### src/rtl/gps_params.svh
/*
  register indexes, field positions and reset values of the gpio ports block.
  assumes: included by bare name from the core module only.
*/
`ifndef GPS_PARAMS_SVH
`define GPS_PARAMS_SVH

// ==========================================================
// register indexes (byte address is four times the index)
`define GPS_IDX_PB_DATA 8'h06
`define GPS_IDX_PC_DATA 8'h07
`define GPS_IDX_PD_DATA 8'h08
`define GPS_IDX_PE_DATA 8'h09
`define GPS_IDX_ANALOG 8'h0A
`define GPS_IDX_OPTION 8'h81
`define GPS_IDX_PB_DIR 8'h86
`define GPS_IDX_PC_DIR 8'h87
`define GPS_IDX_PD_DIR 8'h88
`define GPS_IDX_PE_DIR 8'h89

// ==========================================================
// fields of the port e direction and slave control register
`define GPS_F_IBF 7
`define GPS_F_OBF 6
`define GPS_F_INPUT_OVERRUN_FLAG 5
`define GPS_F_PSP 4
// field of the option register: active-low pull-up enable
`define GPS_F_PULLUP_N 7

// ==========================================================
// reset values
`define GPS_RST_BYTE 8'hFF
`define GPS_RST_LATCH 8'h00
`define GPS_RST_PE_DIR 3'h7
`define GPS_RST_ANALOG 3'h7

`endif

### src/rtl/gps_pkg.sv
/*
  types shared by the gpio ports block.
  assumes: compiled before the core module.
*/
package gps_pkg;
    // ==========================================================
    // common types
    typedef logic [7:0] gps_byte_t;   // one port byte
    typedef logic [2:0] gps_pe_t;     // the three port e pins
    typedef logic [9:0] gps_addr_t;   // avalon byte address
endpackage

### src/rtl/gps_ports.sv
/*
  gpio ports b to e with parallel slave mode on port d, avalon-mm slave.
  assumes: pin inputs synchronous to clk_sys_i; peripherals give their own
  enables; an external host drives port e strobes in parallel slave mode.
*/
// Design decision made here: register access over Avalon-MM.
module gps_ports (
    input wire logic clk_sys_i,
    input wire logic rst_n_i,
    input wire gps_pkg::gps_addr_t avs_address_i,
    input wire logic avs_read_i,
    input wire logic avs_write_i,
    input wire logic [31:0] avs_writedata_i,
    input wire logic [3:0] avs_byteenable_i,
    output logic [31:0] avs_readdata_o,
    output logic avs_waitrequest_o,
    input wire gps_pkg::gps_byte_t pb_i,
    output gps_pkg::gps_byte_t pb_out_o,
    output gps_pkg::gps_byte_t pb_oe_o,
    output gps_pkg::gps_byte_t pb_pullup_en_o,
    input wire gps_pkg::gps_byte_t pc_i,
    output gps_pkg::gps_byte_t pc_out_o,
    output gps_pkg::gps_byte_t pc_oe_o,
    input wire gps_pkg::gps_byte_t pd_i,
    output gps_pkg::gps_byte_t pd_out_o,
    output gps_pkg::gps_byte_t pd_oe_o,
    input wire gps_pkg::gps_pe_t pe_i,
    output gps_pkg::gps_pe_t pe_out_o,
    output gps_pkg::gps_pe_t pe_oe_o,
    input wire logic t1osc_en_i,
    input wire logic ccp_en_i,
    input wire logic ccp_out_en_i,
    input wire logic ccp_out_i,
    input wire logic ser_en_i,
    input wire logic ser_ck_oe_i,
    input wire logic ser_ck_out_i,
    input wire logic ser_dt_oe_i,
    input wire logic ser_dt_out_i
);
    import gps_pkg::*;
`include "gps_params.svh"

    // ==========================================================
    // register state
    gps_byte_t pb_lat_q;    // port b output latch
    gps_byte_t pc_lat_q;    // port c output latch
    gps_byte_t pd_lat_q;    // port d latch, also host read byte
    gps_pe_t pe_lat_q;      // port e output latch
    gps_byte_t opt_q;       // pull-up, edge and prescale config
    gps_byte_t pb_dir_q;    // port b direction, 1 = input
    gps_byte_t pc_dir_q;    // port c direction, 1 = input
    gps_byte_t pd_dir_q;    // port d direction, 1 = input
    gps_pe_t pe_dir_q;      // port e direction, 1 = input
    gps_pe_t analog_q;      // 1 = port e pin is analog
    logic psp_q;            // parallel slave select
    logic ibf_q;            // input buffer full
    logic obf_q;            // output buffer full
    logic input_overrun_flag_q;           // input overrun
    gps_byte_t inbuf_q;     // byte written by the host
    logic wr_act_q;         // host write strobe seen last cycle
    logic rd_act_q;         // host read strobe seen last cycle
    logic wait_q;           // avalon waitrequest
    logic [31:0] rdata_q;   // avalon read data

    // ==========================================================
    // bus decode
    logic [7:0] idx;        // register index
    logic acc;              // request accepted this edge
    logic acc_wr;           // accepted write, low byte lane on
    logic acc_rd;           // accepted read
    assign idx = avs_address_i[9:2];
    assign acc = (avs_read_i | avs_write_i) & ~wait_q;
    assign acc_wr = acc & avs_write_i & avs_byteenable_i[0];
    assign acc_rd = acc & avs_read_i;

    // ==========================================================
    // host strobes on port e (active low, qualified by select)
    logic wr_act;           // host write in progress
    logic rd_act;           // host read in progress
    logic wr_end;           // host write just finished
    logic rd_end;           // host read just finished
    assign wr_act = psp_q & ~pe_i[1] & ~pe_i[2];
    assign rd_act = psp_q & ~pe_i[0] & ~pe_i[2];
    assign wr_end = wr_act_q & ~wr_act;
    assign rd_end = rd_act_q & ~rd_act;

    // strobe history for end-of-strobe detection
    always_ff @(posedge clk_sys_i or negedge rst_n_i) begin
        if (!rst_n_i) begin
            wr_act_q <= 1'b0;
            rd_act_q <= 1'b0;
        end else begin
            wr_act_q <= wr_act;
            rd_act_q <= rd_act;
        end
    end

    // ==========================================================
    // avalon handshake: one wait cycle, then one accept cycle
    always_ff @(posedge clk_sys_i or negedge rst_n_i) begin
        if (!rst_n_i) begin
            wait_q <= 1'b1;
        end else if ((avs_read_i | avs_write_i) & wait_q) begin
            wait_q <= 1'b0;
        end else begin
            wait_q <= 1'b1;
        end
    end

    // ==========================================================
    // read mux; unmapped indexes read as zero
    gps_byte_t rd_val;
    always_comb begin
        rd_val = 8'h00;
        case (idx)
            // data registers return pin levels
            `GPS_IDX_PB_DATA: rd_val = pb_i;
            `GPS_IDX_PC_DATA: rd_val = pc_i;
            // slave mode returns the host byte instead
            `GPS_IDX_PD_DATA: rd_val = psp_q ? inbuf_q : pd_i;
            // analog pins read zero, top bits zero
            `GPS_IDX_PE_DATA: rd_val = {5'h00, pe_i & ~analog_q};
            `GPS_IDX_ANALOG: rd_val = {5'h00, analog_q};
            `GPS_IDX_OPTION: rd_val = opt_q;
            `GPS_IDX_PB_DIR: rd_val = pb_dir_q;
            `GPS_IDX_PC_DIR: rd_val = pc_dir_q;
            `GPS_IDX_PD_DIR: rd_val = pd_dir_q;
            // bit 3 is unimplemented
            `GPS_IDX_PE_DIR: rd_val = {ibf_q, obf_q, input_overrun_flag_q, psp_q, 1'b0, pe_dir_q};
            default: rd_val = 8'h00;
        endcase
    end

    // read data is loaded on the wait edge and held through accept
    always_ff @(posedge clk_sys_i or negedge rst_n_i) begin
        if (!rst_n_i) begin
            rdata_q <= 32'h0000_0000;
        end else if (avs_read_i & wait_q) begin
            rdata_q <= {24'h00_0000, rd_val};
        end
    end

    // ==========================================================
    // software-written configuration
    always_ff @(posedge clk_sys_i or negedge rst_n_i) begin
        if (!rst_n_i) begin
            opt_q <= `GPS_RST_BYTE;
            pb_dir_q <= `GPS_RST_BYTE;
            pc_dir_q <= `GPS_RST_BYTE;
            pd_dir_q <= `GPS_RST_BYTE;
            pe_dir_q <= `GPS_RST_PE_DIR;
            analog_q <= `GPS_RST_ANALOG;
            psp_q <= 1'b0;
        end else if (acc_wr) begin
            case (idx)
                `GPS_IDX_OPTION: opt_q <= avs_writedata_i[7:0];
                `GPS_IDX_PB_DIR: pb_dir_q <= avs_writedata_i[7:0];
                `GPS_IDX_PC_DIR: pc_dir_q <= avs_writedata_i[7:0];
                `GPS_IDX_PD_DIR: pd_dir_q <= avs_writedata_i[7:0];
                `GPS_IDX_ANALOG: analog_q <= avs_writedata_i[2:0];
                `GPS_IDX_PE_DIR: begin
                    pe_dir_q <= avs_writedata_i[2:0];
                    psp_q <= avs_writedata_i[`GPS_F_PSP];
                end
                default: ;
            endcase
        end
    end

    // ==========================================================
    // output latches; a port d write in slave mode fills the host read byte
    always_ff @(posedge clk_sys_i or negedge rst_n_i) begin
        if (!rst_n_i) begin
            pb_lat_q <= `GPS_RST_LATCH;
            pc_lat_q <= `GPS_RST_LATCH;
            pd_lat_q <= `GPS_RST_LATCH;
            pe_lat_q <= 3'h0;
        end else if (acc_wr) begin
            case (idx)
                `GPS_IDX_PB_DATA: pb_lat_q <= avs_writedata_i[7:0];
                `GPS_IDX_PC_DATA: pc_lat_q <= avs_writedata_i[7:0];
                `GPS_IDX_PD_DATA: pd_lat_q <= avs_writedata_i[7:0];
                `GPS_IDX_PE_DATA: pe_lat_q <= avs_writedata_i[2:0];
                default: ;
            endcase
        end
    end

    // ==========================================================
    // parallel slave input byte: sampled while the host strobe is low,
    // so the last value before the strobe rises is kept
    always_ff @(posedge clk_sys_i or negedge rst_n_i) begin
        if (!rst_n_i) begin
            inbuf_q <= 8'h00;
        end else if (wr_act) begin
            inbuf_q <= pd_i;
        end
    end

    // ==========================================================
    // slave status flags; in each the set wins over the clear
    logic cpu_rd_pd;   // processor reads the host byte
    logic cpu_wr_pd;   // processor writes the host read byte
    logic sw_input_overrun_flag_clr; // software writes zero to the overrun bit
    assign cpu_rd_pd = acc_rd & psp_q & (idx == `GPS_IDX_PD_DATA);
    assign cpu_wr_pd = acc_wr & psp_q & (idx == `GPS_IDX_PD_DATA);
    assign sw_input_overrun_flag_clr = acc_wr & (idx == `GPS_IDX_PE_DIR) & ~avs_writedata_i[`GPS_F_INPUT_OVERRUN_FLAG];

    // input full: set by host write end, cleared by processor read
    always_ff @(posedge clk_sys_i or negedge rst_n_i) begin
        if (!rst_n_i) begin
            ibf_q <= 1'b0;
        end else if (wr_end) begin
            ibf_q <= 1'b1;
        end else if (cpu_rd_pd) begin
            ibf_q <= 1'b0;
        end
    end

    // overrun: only software clears it
    always_ff @(posedge clk_sys_i or negedge rst_n_i) begin
        if (!rst_n_i) begin
            input_overrun_flag_q <= 1'b0;
        end else if (wr_end & ibf_q) begin
            input_overrun_flag_q <= 1'b1;
        end else if (sw_input_overrun_flag_clr) begin
            input_overrun_flag_q <= 1'b0;
        end
    end

    // output full: set by processor write, cleared by host read end
    always_ff @(posedge clk_sys_i or negedge rst_n_i) begin
        if (!rst_n_i) begin
            obf_q <= 1'b0;
        end else if (cpu_wr_pd) begin
            obf_q <= 1'b1;
        end else if (rd_end) begin
            obf_q <= 1'b0;
        end
    end

    // ==========================================================
    // port c peripheral overrides, fixed pin mapping
    gps_byte_t ovr_en;   // peripheral owns the direction
    gps_byte_t ovr_oe;   // forced direction, 1 = output
    gps_byte_t ovr_out;  // peripheral output value
    // timer1 oscillator forces pins 0,1 to inputs
    // capture/compare/pwm owns pin 2
    // serial clock on pin 6, data on pin 7
    assign ovr_en = {ser_en_i, ser_en_i, 3'h0, ccp_en_i, t1osc_en_i, t1osc_en_i};
    assign ovr_oe = {ser_dt_oe_i, ser_ck_oe_i, 3'h0, ccp_out_en_i, 2'h0};
    assign ovr_out = {ser_dt_out_i, ser_ck_out_i, 3'h0, ccp_out_i, 2'h0};

    // ==========================================================
    // pin drivers, all registered
    gps_byte_t pc_oe_d;   // next port c enables
    gps_byte_t pc_out_d;  // next port c outputs
    genvar gi;
    generate
        for (gi = 0; gi < 8; gi++) begin : g_pc
            // override beats the stored bit; else 1 tristates, 0 drives
            assign pc_oe_d[gi] = ovr_en[gi] ? ovr_oe[gi] : ~pc_dir_q[gi];
            assign pc_out_d[gi] = ovr_en[gi] ? ovr_out[gi] : pc_lat_q[gi];
        end
    endgenerate

    // ports b and c follow their direction registers
    always_ff @(posedge clk_sys_i or negedge rst_n_i) begin
        if (!rst_n_i) begin
            pb_out_o <= 8'h00;
            pb_oe_o <= 8'h00;
            pb_pullup_en_o <= 8'h00;
            pc_out_o <= 8'h00;
            pc_oe_o <= 8'h00;
        end else begin
            pb_out_o <= pb_lat_q;
            pb_oe_o <= ~pb_dir_q;
            // pull-ups only on inputs, enabled by a low control bit
            pb_pullup_en_o <= {8{~opt_q[`GPS_F_PULLUP_N]}} & pb_dir_q;
            pc_out_o <= pc_out_d;
            pc_oe_o <= pc_oe_d;
        end
    end

    // port d: gpio per bit, or driven only while the host reads
    always_ff @(posedge clk_sys_i or negedge rst_n_i) begin
        if (!rst_n_i) begin
            pd_out_o <= 8'h00;
            pd_oe_o <= 8'h00;
        end else begin
            pd_out_o <= pd_lat_q;
            pd_oe_o <= psp_q ? {8{rd_act}} : ~pd_dir_q;
        end
    end

    // port e: direction bits drive even on analog pins; software must
    // keep strobe pins as inputs in slave mode or it fights the host
    always_ff @(posedge clk_sys_i or negedge rst_n_i) begin
        if (!rst_n_i) begin
            pe_out_o <= 3'h0;
            pe_oe_o <= 3'h0;
        end else begin
            pe_out_o <= pe_lat_q;
            pe_oe_o <= ~pe_dir_q;
        end
    end

    assign avs_readdata_o = rdata_q;
    assign avs_waitrequest_o = wait_q;
endmodule

### config.mk
export PLATFORM = sky130hd
export DESIGN_NAME = gps_ports
export DESIGN_NICKNAME = d
export VERILOG_FILES = /design/src/rtl/gps_pkg.sv /design/src/rtl/gps_ports.sv
export VERILOG_INCLUDE_DIRS = /design/src /design/src/rtl
export SDC_FILE = /design/constraint.sdc
export NUM_CORES = 1
export LEC_CHECK = 0
export ABC_AREA = 1
export ABC_CLOCK_PERIOD_IN_PS = 1500
export BUFFER_PORTS_ARGS = -buffer_cell sky130_fd_sc_hd__buf_2
export CORE_AREA = 2 2 121 123
export DETAILED_ROUTE_END_ITERATION = 10
export DIE_AREA = 0 0 123 125
export GPL_TIMING_DRIVEN = 1
export PLACE_DENSITY_LB_ADDON = 0.2
export SETUP_SLACK_MARGIN = 0.2
export SLEW_MARGIN = 0
export SYNTH_ARGS = -nofsm -noshare
export SYNTH_HDL_FRONTEND = slang
export SYNTH_SLANG_ARGS = --single-unit
### constraint.sdc
create_clock -name clk_sys_i -period 1.5 [get_ports clk_sys_i]
set_clock_uncertainty 0.2 [all_clocks]
set_input_delay 0.15 -clock clk_sys_i [delete_from_list [all_inputs] [get_ports clk_sys_i]]
set_output_delay 0.15 -clock clk_sys_i [all_outputs]
set_load 0.01 [all_outputs]
# Word level (Yosys, flattened, before mapping)
# Cells that the tools add are included.
# totals
output_inout_bits	95
ff_bits	150
# classes
n_mux	20
n_eq_ne	10
bitwise	42
n_reduce_logical	13
# ops
cell	count
8-bit case mux with 10 select lines	1
8-bit == test, second input constant	5
8-bit by 4-bit == test with 1-bit output, second input constant	3
2-bit AND reduction	10
1-bit AND	19
1-bit 2-to-1 mux	17
8-bit by 3-bit == test with 1-bit output, second input constant	2
8-bit 2-to-1 mux	2
1-bit NOT	16
8-bit NOT	2
8-bit AND	1
3-bit NOT	2
2-bit nonzero test	3
3-bit AND	1
1-bit OR	1

# Logic depth before layout (Yosys ltp)
# Gate-level depths: netlist (run 1).
# logic_depth
ltp_word	8
ltp_mapped	11
ltp_nobuf	11

# Worst setup path before layout (run 1)
# Ideal clock, no wire load.
# synth_timing
path_kind	flip-flop to flip-flop
startpoint	register wait_q, in the netlist avs_waitrequest_o
endpoint	register pb_lat_q[0]
slack_ns	-0.051
t_required_ns	1.172
stages_incl_launch_ff	6
synth_period_minus_slack_ns	1.551
t_arrival_ns	1.223
path_buffers	2
path_cell_list	dfstp_2 > and3b_1 > buf_6 > nand2_2 > buf_6 > o21ai_1
# synth_between
elab_chain_len	5
# synth_rtl
item	line	source
start, declared	gps_ports.sv:62	logic wait_q;
start signal, assigned	gps_ports.sv:102	wait_q <= 1'b1;
start signal, assigned	gps_ports.sv:104	wait_q <= 1'b0;
start signal, assigned	gps_ports.sv:106	wait_q <= 1'b1;
1-bit NOT	gps_ports.sv:72	assign acc = (avs_read_i | avs_write_i) & ~wait_q;
1-bit AND	gps_ports.sv:72	
1-bit AND (2 in series)	gps_ports.sv:73	assign acc_wr = acc & avs_write_i & avs_byteenable_i[0];
2-bit AND reduction (no source line)	n/a	
end signal, assigned	gps_ports.sv:174	pb_lat_q <= `GPS_RST_LATCH;
end signal, assigned	gps_ports.sv:180	`GPS_IDX_PB_DATA: pb_lat_q <= avs_writedata_i[7:0];
end, declared	gps_ports.sv:45	gps_byte_t pb_lat_q;
# No other way between the ends.
# A chain may end at the register's enable or synchronous reset.

# Worst setup path after layout (run 1)
# layout_timing
startpoint	register wait_q, in the netlist avs_waitrequest_o
endpoint	register pb_lat_q[1]
# Same word-level chain as after synthesis.

==> results of run 1 <==
how the worst max path moves through the flow:
stage,start,depth (start not counted),to
global route,avs_waitrequest_o,6,analog_q[1]
CTS,avs_waitrequest_o,5,pb_lat_q[1]
detailed placement,avs_waitrequest_o,5,input_overrun_flag_q
floorplan,avs_waitrequest_o,6,opt_q[7]
finish,avs_waitrequest_o,6,pb_lat_q[1]
global placement,avs_address_i[8],12,avs_readdata_o[7]
layer usage:
layer	wire (um)	vias to the layer above	track usage
met5	0	-	0
met4	248	0	0.07152
met3	897	22	0.05931
met2	8558	128	0.3643
met1	7255	2516	0.2897
li1	-	2484	-
repair_timing:
| action | CTS | global route |
|---|---|---|
| pin swaps | 14 | 17 |
| gates resized for setup | 51 | 52 |
| setup buffers | 11 | 11 |
| endpoints found under the hold margin | 233 | 7 |
| cloned | 5 | 3 |
| endpoints found under the setup margin | 105 | 120 |
stage by stage:
step / instances / total power [W]
2_1_floorplan: 664 / 0.004550
3_3_place_gp: 963 / 0.004825
3_5_place_dp: 963 / 0.004839
4_1_cts: 1051 / 0.009396
5_1_grt: 1065 / 0.009655
6_report: 1065 / 0.009362
power by group through the flow:
stage	clock (W)	sequential [W]	combinational [W]
after CTS	0.00450	0.00418	0.000720
final	0.00442	0.00419	0.000757
after detailed placement	0	0.00425	0.000592
after floorplan	0	0.00426	0.000287
after global routing	0.00464	0.00419	0.000826
after global placement	0	0.00424	0.000580
worst max-delay path, cell delays in order (launching register included):
cell	delay [ns]
dfstp_2	0.53
and3b_1	0.20
buf_12	0.17
buf_12	0.15
nand2_8	0.09
nand2_1	0.06
o21ai_1	0.07
cell usage after synthesis:
library cell	n	area (sq um)
and3_1	1	6.260
and3b_1	1	8.760
buf_12	1	20.02
buf_2	2	10.01
buf_4	27	202.7
buf_6	10	112.6
buf_8	4	60.06
clkbuf_1	2	7.510
clkinv_2	1	5.000
conb_1	1	3.750
dfrtp_1	111	2778
dfstp_2	39	1025
inv_1	46	172.7
inv_2	8	30.03
mux2_2	3	33.78
nand2_1	167	626.9
nand2_2	7	43.79
nand2_4	5	56.30
nand3_1	46	230.2
nand3_2	7	70.07
nand3_4	6	105.1
nand4_1	1	6.260
nor2_1	33	123.9
nor2_2	1	6.260
nor2_4	3	33.78
nor2_8	4	80.08
nor3_1	1	5.000
nor3_2	1	10.01
o21ai_0	72	360.4
o21ai_1	16	80.08
o21ai_2	14	122.6
kinds of logic (layout without fill, tap and decap cells):
kind of cell | count (synthesis) | count (layout) | synth area share
compound gates | 102 | 102 | 0.08748
buf+inv | 101 | 312 | 0.09642
flops | 150 | 150 | 0.5908
other cells | 1 | 24 | 0.0005826
mux | 3 | 3 | 0.005248
simple gates | 284 | 290 | 0.2195
area by class of cell:
class	count	area (sq um)	area share
clock inverter	13	180.2	0.02002
tap	184	230.2	0.02558
inverter	55	220.2	0.02447
clock buffer	19	432.9	0.04811
timing repair buffer	224	1694	0.1883
timing repair inverter	1	7.507	0.0008343
sequential	150	3804	0.4227
multi-input combinational	419	2430	0.2700
==> flow_summary.ini, run 1 <==
[synth]
synthCells = 641
ys_ff_latch = 150
netlist_area_sq_um = 6436
ys_types = 31
ys_seq_area_frac = 0.5908
ys.warnings.count = 0
syn_area_per_cell_sq_um = 10.04

[floorplanning]
core_sq_um = 14200
die_w_um = 123
row_count = 44
die_area_sq_um = 15380
chipHeight_um = 125
ios = 181
start_util = 0.4531

[worst_setup_path]
arrival_ns = 1.71
start_kind = register
path_max_fanout = 14
r2r_end = pb_lat_q[1]
r2r-start = avs_waitrequest_o
ff2ff_path_depth = 6
crit_type = reg -> reg
r2r_slack_ns = -0.06
end_kind = register
required_ns = 1.65

[placement]
dpl_cell_area_sq_um = 7375
gp_congestion = 0.8431
dp_slack_ns = -0.09774
numPortBuffers = 127
dpl.hpwl_um = 11030

[pwr]
p_per_area_nw_per_um2 = 1040
p_comb_frac = 0.081
clkPwrFrac = 0.472
p_int_w = 0.007234
pwr-share-seq = 0.447
leakagePower_nw = 4.328
switchingPower_w = 0.002128
peakVddDrop_mv = 0.7074
sw_frac_of_total = 0.2273

[sta]
finalCriticalPeriod_ns = 1.562
post-route-period-util = 1.042
drv_slew = 0
hold_violations = 7
setup_ws_ns = -0.06239
setup-tns-final_ns = -1.581
setup_viol = 56
timing.fmax_mhz = 640.0
worst_hold_slack_ns = -0.04989
rsz0062_at_grt = yes

[global_route]
antenna_found_initial = 0
grt_pass1_wl_um = 25840
grt_overflow = 0
grt_pass1_vias = 5034
grt_usage = 0.2232
grt_max_degree = 44

[min_path]
holdPathStages = 4
hold_end = inbuf_q[7]
hp-start = pe_i[1]
min_path_type = in -> reg

[final_layout]
diodes = 0
final_common_cell = nand2_1
final_cell_mix = nand2_1 (155), buf_2 (117), dfrtp_1 (110), o21ai_1 (57)
synthToLayoutAreaGrowth_pct = 39.81
nets = 954
fillers = 1182
fin_util = 0.6335
stdcell_area_sq_um = 8999
drive_above_1_share = 0.4109

[run]
drv_cap = 0

[routing]
drcViolationCount = 0
drtIter0Drc = 228
post_drt_wl_per_cell_um = 15.92
firstDrtPassIters = 5
vias = 5150
vias_per_cell = 4.836
drt_wl_total_um = 16960
ant_nets = 0

[run_status]
status = complete, but fails checks
violations = hold timing, setup timing

[clock_network]
clk_pin_slew_ns = 0.06
hold_buffers = 40
htreeDepth = 4
cts_max_path_buffers = 2
cts-root-buf = clkbuf_16
clock_latency_ns = 0.43
cts_buffers = 17
cts.sinks = 150
cts_tree = done
Note: power is estimated with default switching activity, not from simulation.
==> inputs of run 2 (changes only) <==
--- a/config.mk
+++ b/config.mk
@@ -13,7 +13,7 @@
 export DETAILED_ROUTE_END_ITERATION = 10
 export DIE_AREA = 0 0 123 125
 export GPL_TIMING_DRIVEN = 1
-export PLACE_DENSITY_LB_ADDON = 0.2
+export PLACE_DENSITY = 0.81
 export SETUP_SLACK_MARGIN = 0.2
 export SLEW_MARGIN = 0
 export SYNTH_ARGS = -nofsm -noshare
==> flow_summary.ini, run 2 (synthesis results as in run 1) <==
[clock_network]
cts_max_path_buffers = 2
clk_pin_slew_ns = 0.06
clock_latency_ns = 0.43
cts-root-buf = clkbuf_16
cts_tree = done
cts.sinks = 150
htreeDepth = 4
cts_buffers = 17

[placement]
numPortBuffers = 127
gp_congestion = 0.8609
dpl_cell_area_sq_um = 7372
dpl.hpwl_um = 11270

[final_layout]
synthToLayoutAreaGrowth_pct = 37.40
stdcell_area_sq_um = 8843
final_common_cell = nand2_1
drive_above_1_share = 0.4224
nets = 949
diodes = 0
final_cell_mix = nand2_1 (141), buf_2 (117), dfrtp_1 (111), o21ai_1 (53), nand3_1 (45)

[run_status]
status = complete, but fails checks
violations = hold timing, setup timing

[worst_setup_path]
r2r_slack_ns = -0.06
path_max_fanout = 8
required_ns = 1.66
crit_type = reg -> reg
start_kind = register
arrival_ns = 1.72
end_kind = register

[global_route]
grt_pass1_vias = 5315
grt_pass1_wl_um = 27340
grt_max_degree = 47
grt_overflow = 0
antenna_found_initial = 0
grt_usage = 0.2349

[pwr]
peakVddDrop_mv = 0.6228
total_power_w = 0.008960
pwr-share-seq = 0.467
p_int_w = 0.006818
p_per_area_nw_per_um2 = 1013
sw_frac_of_total = 0.2391
leakagePower_nw = 4.258
p_comb_frac = 0.084
switchingPower_w = 0.002143
clkPwrFrac = 0.450

[sta]
relSlewSlack = 0.6442
tightest_slew_ns = 0.5332
setup_ws_ns = -0.06490
finalCriticalPeriod_ns = 1.565
drv_slew = 0
worst_hold_slack_ns = -0.01670
post-route-period-util = 1.043
setup_viol = 54
hold_violations = 13
timing.fmax_mhz = 639.0
rsz0062_at_grt = yes
setup-tns-final_ns = -1.697

[routing]
ant_nets = 0
firstDrtPassIters = 5
drcViolationCount = 0
vias_per_cell = 5.131
post_drt_wl_per_cell_um = 16.89
drtIter0Drc = 620
vias = 5439
drt_wl_total_um = 17910

[floorplanning]
chipHeight_um = 125
die_area_sq_um = 15380
core_sq_um = 14200
ios = 181
die_w_um = 123
row_count = 44
start_util = 0.4531

[min_path]
min_path_type = in -> async

[run]
drv_cap = 0
[run 2: power by group through the flow]
stage / clock network (W) / logic (W) / registers, W
2_1_floorplan: 0 / 0.000287 / 0.00426
3_3_place_gp: 0 / 0.000583 / 0.00424
3_5_place_dp: 0 / 0.000592 / 0.00425
4_1_cts: 0.00407 / 0.000704 / 0.00418
5_1_grt: 0.00427 / 0.000812 / 0.00419
6_report: 0.00403 / 0.000748 / 0.00418
[run 2: critical path, stage by stage (launching register included)]
cell and delay [ns]:
dfstp_2 0.53, and3b_2 0.27, clkbuf_16 0.21, nand3_4 0.13
nand2_1 0.09, o21ai_2 0.07
[run 2: final cells by class]
type / count / area (sq um)
multi-input combinational: 422 / 2447
sequential: 150 / 3802
clock inverter: 10 / 95.09
timing repair buffer: 217 / 1587
clock buffer: 22 / 464.2
tap: 184 / 230.2
inverter: 55 / 217.7
fill: 1084 / 5360
[run 2: final timing paths]
| path | start | end | cells after the start |
|---|---|---|---|
| hold / removal | rst_n_i | wr_act_q | 2 |
| setup / recovery | avs_waitrequest_o | pb_dir_q[0] | 5 |
| max in group asynchronous | rst_n_i | pc_out_o[1] | 3 |
| setup reg to reg | avs_waitrequest_o | pb_dir_q[0] | 5 |
| hold reg to reg | pd_lat_q[3] | pd_out_o[3] | 0 |
| min in group clk_sys_i | avs_writedata_i[6] | pb_lat_q[6] | 3 |
[run 2: routing by layer]
metal | wire length, um | GRT usage
met2 | 8723 | 0.3640
met1 | 7020 | 0.3042
met3 | 1385 | 0.06569
met5 | 0 | 0
met4 | 775 | 0.1123
[run 2: through the flow]
step	utilization	hold WS [ns]	setup slack (ns)	std cells
finish	0.6226	-0.01670	-0.06490	1060
global route	0.6226	0.001425	-0.1604	1060
floorplan	-	-0.3456	-0.03233	664
detailed placement	0.5190	-0.1297	-0.1252	966
global placement	0.5190	-0.1342	-0.09397	966
CTS	0.5999	-0.01126	-0.05042	1048
[run 2: timing repair]
action,CTS,global route
hold buffers,40,0
cloned,5,5
resized for setup,33,63
pin swaps,13,11
setup buffers,5,7
setup endpoints to repair,106,143
hold endpoints to repair,215,0
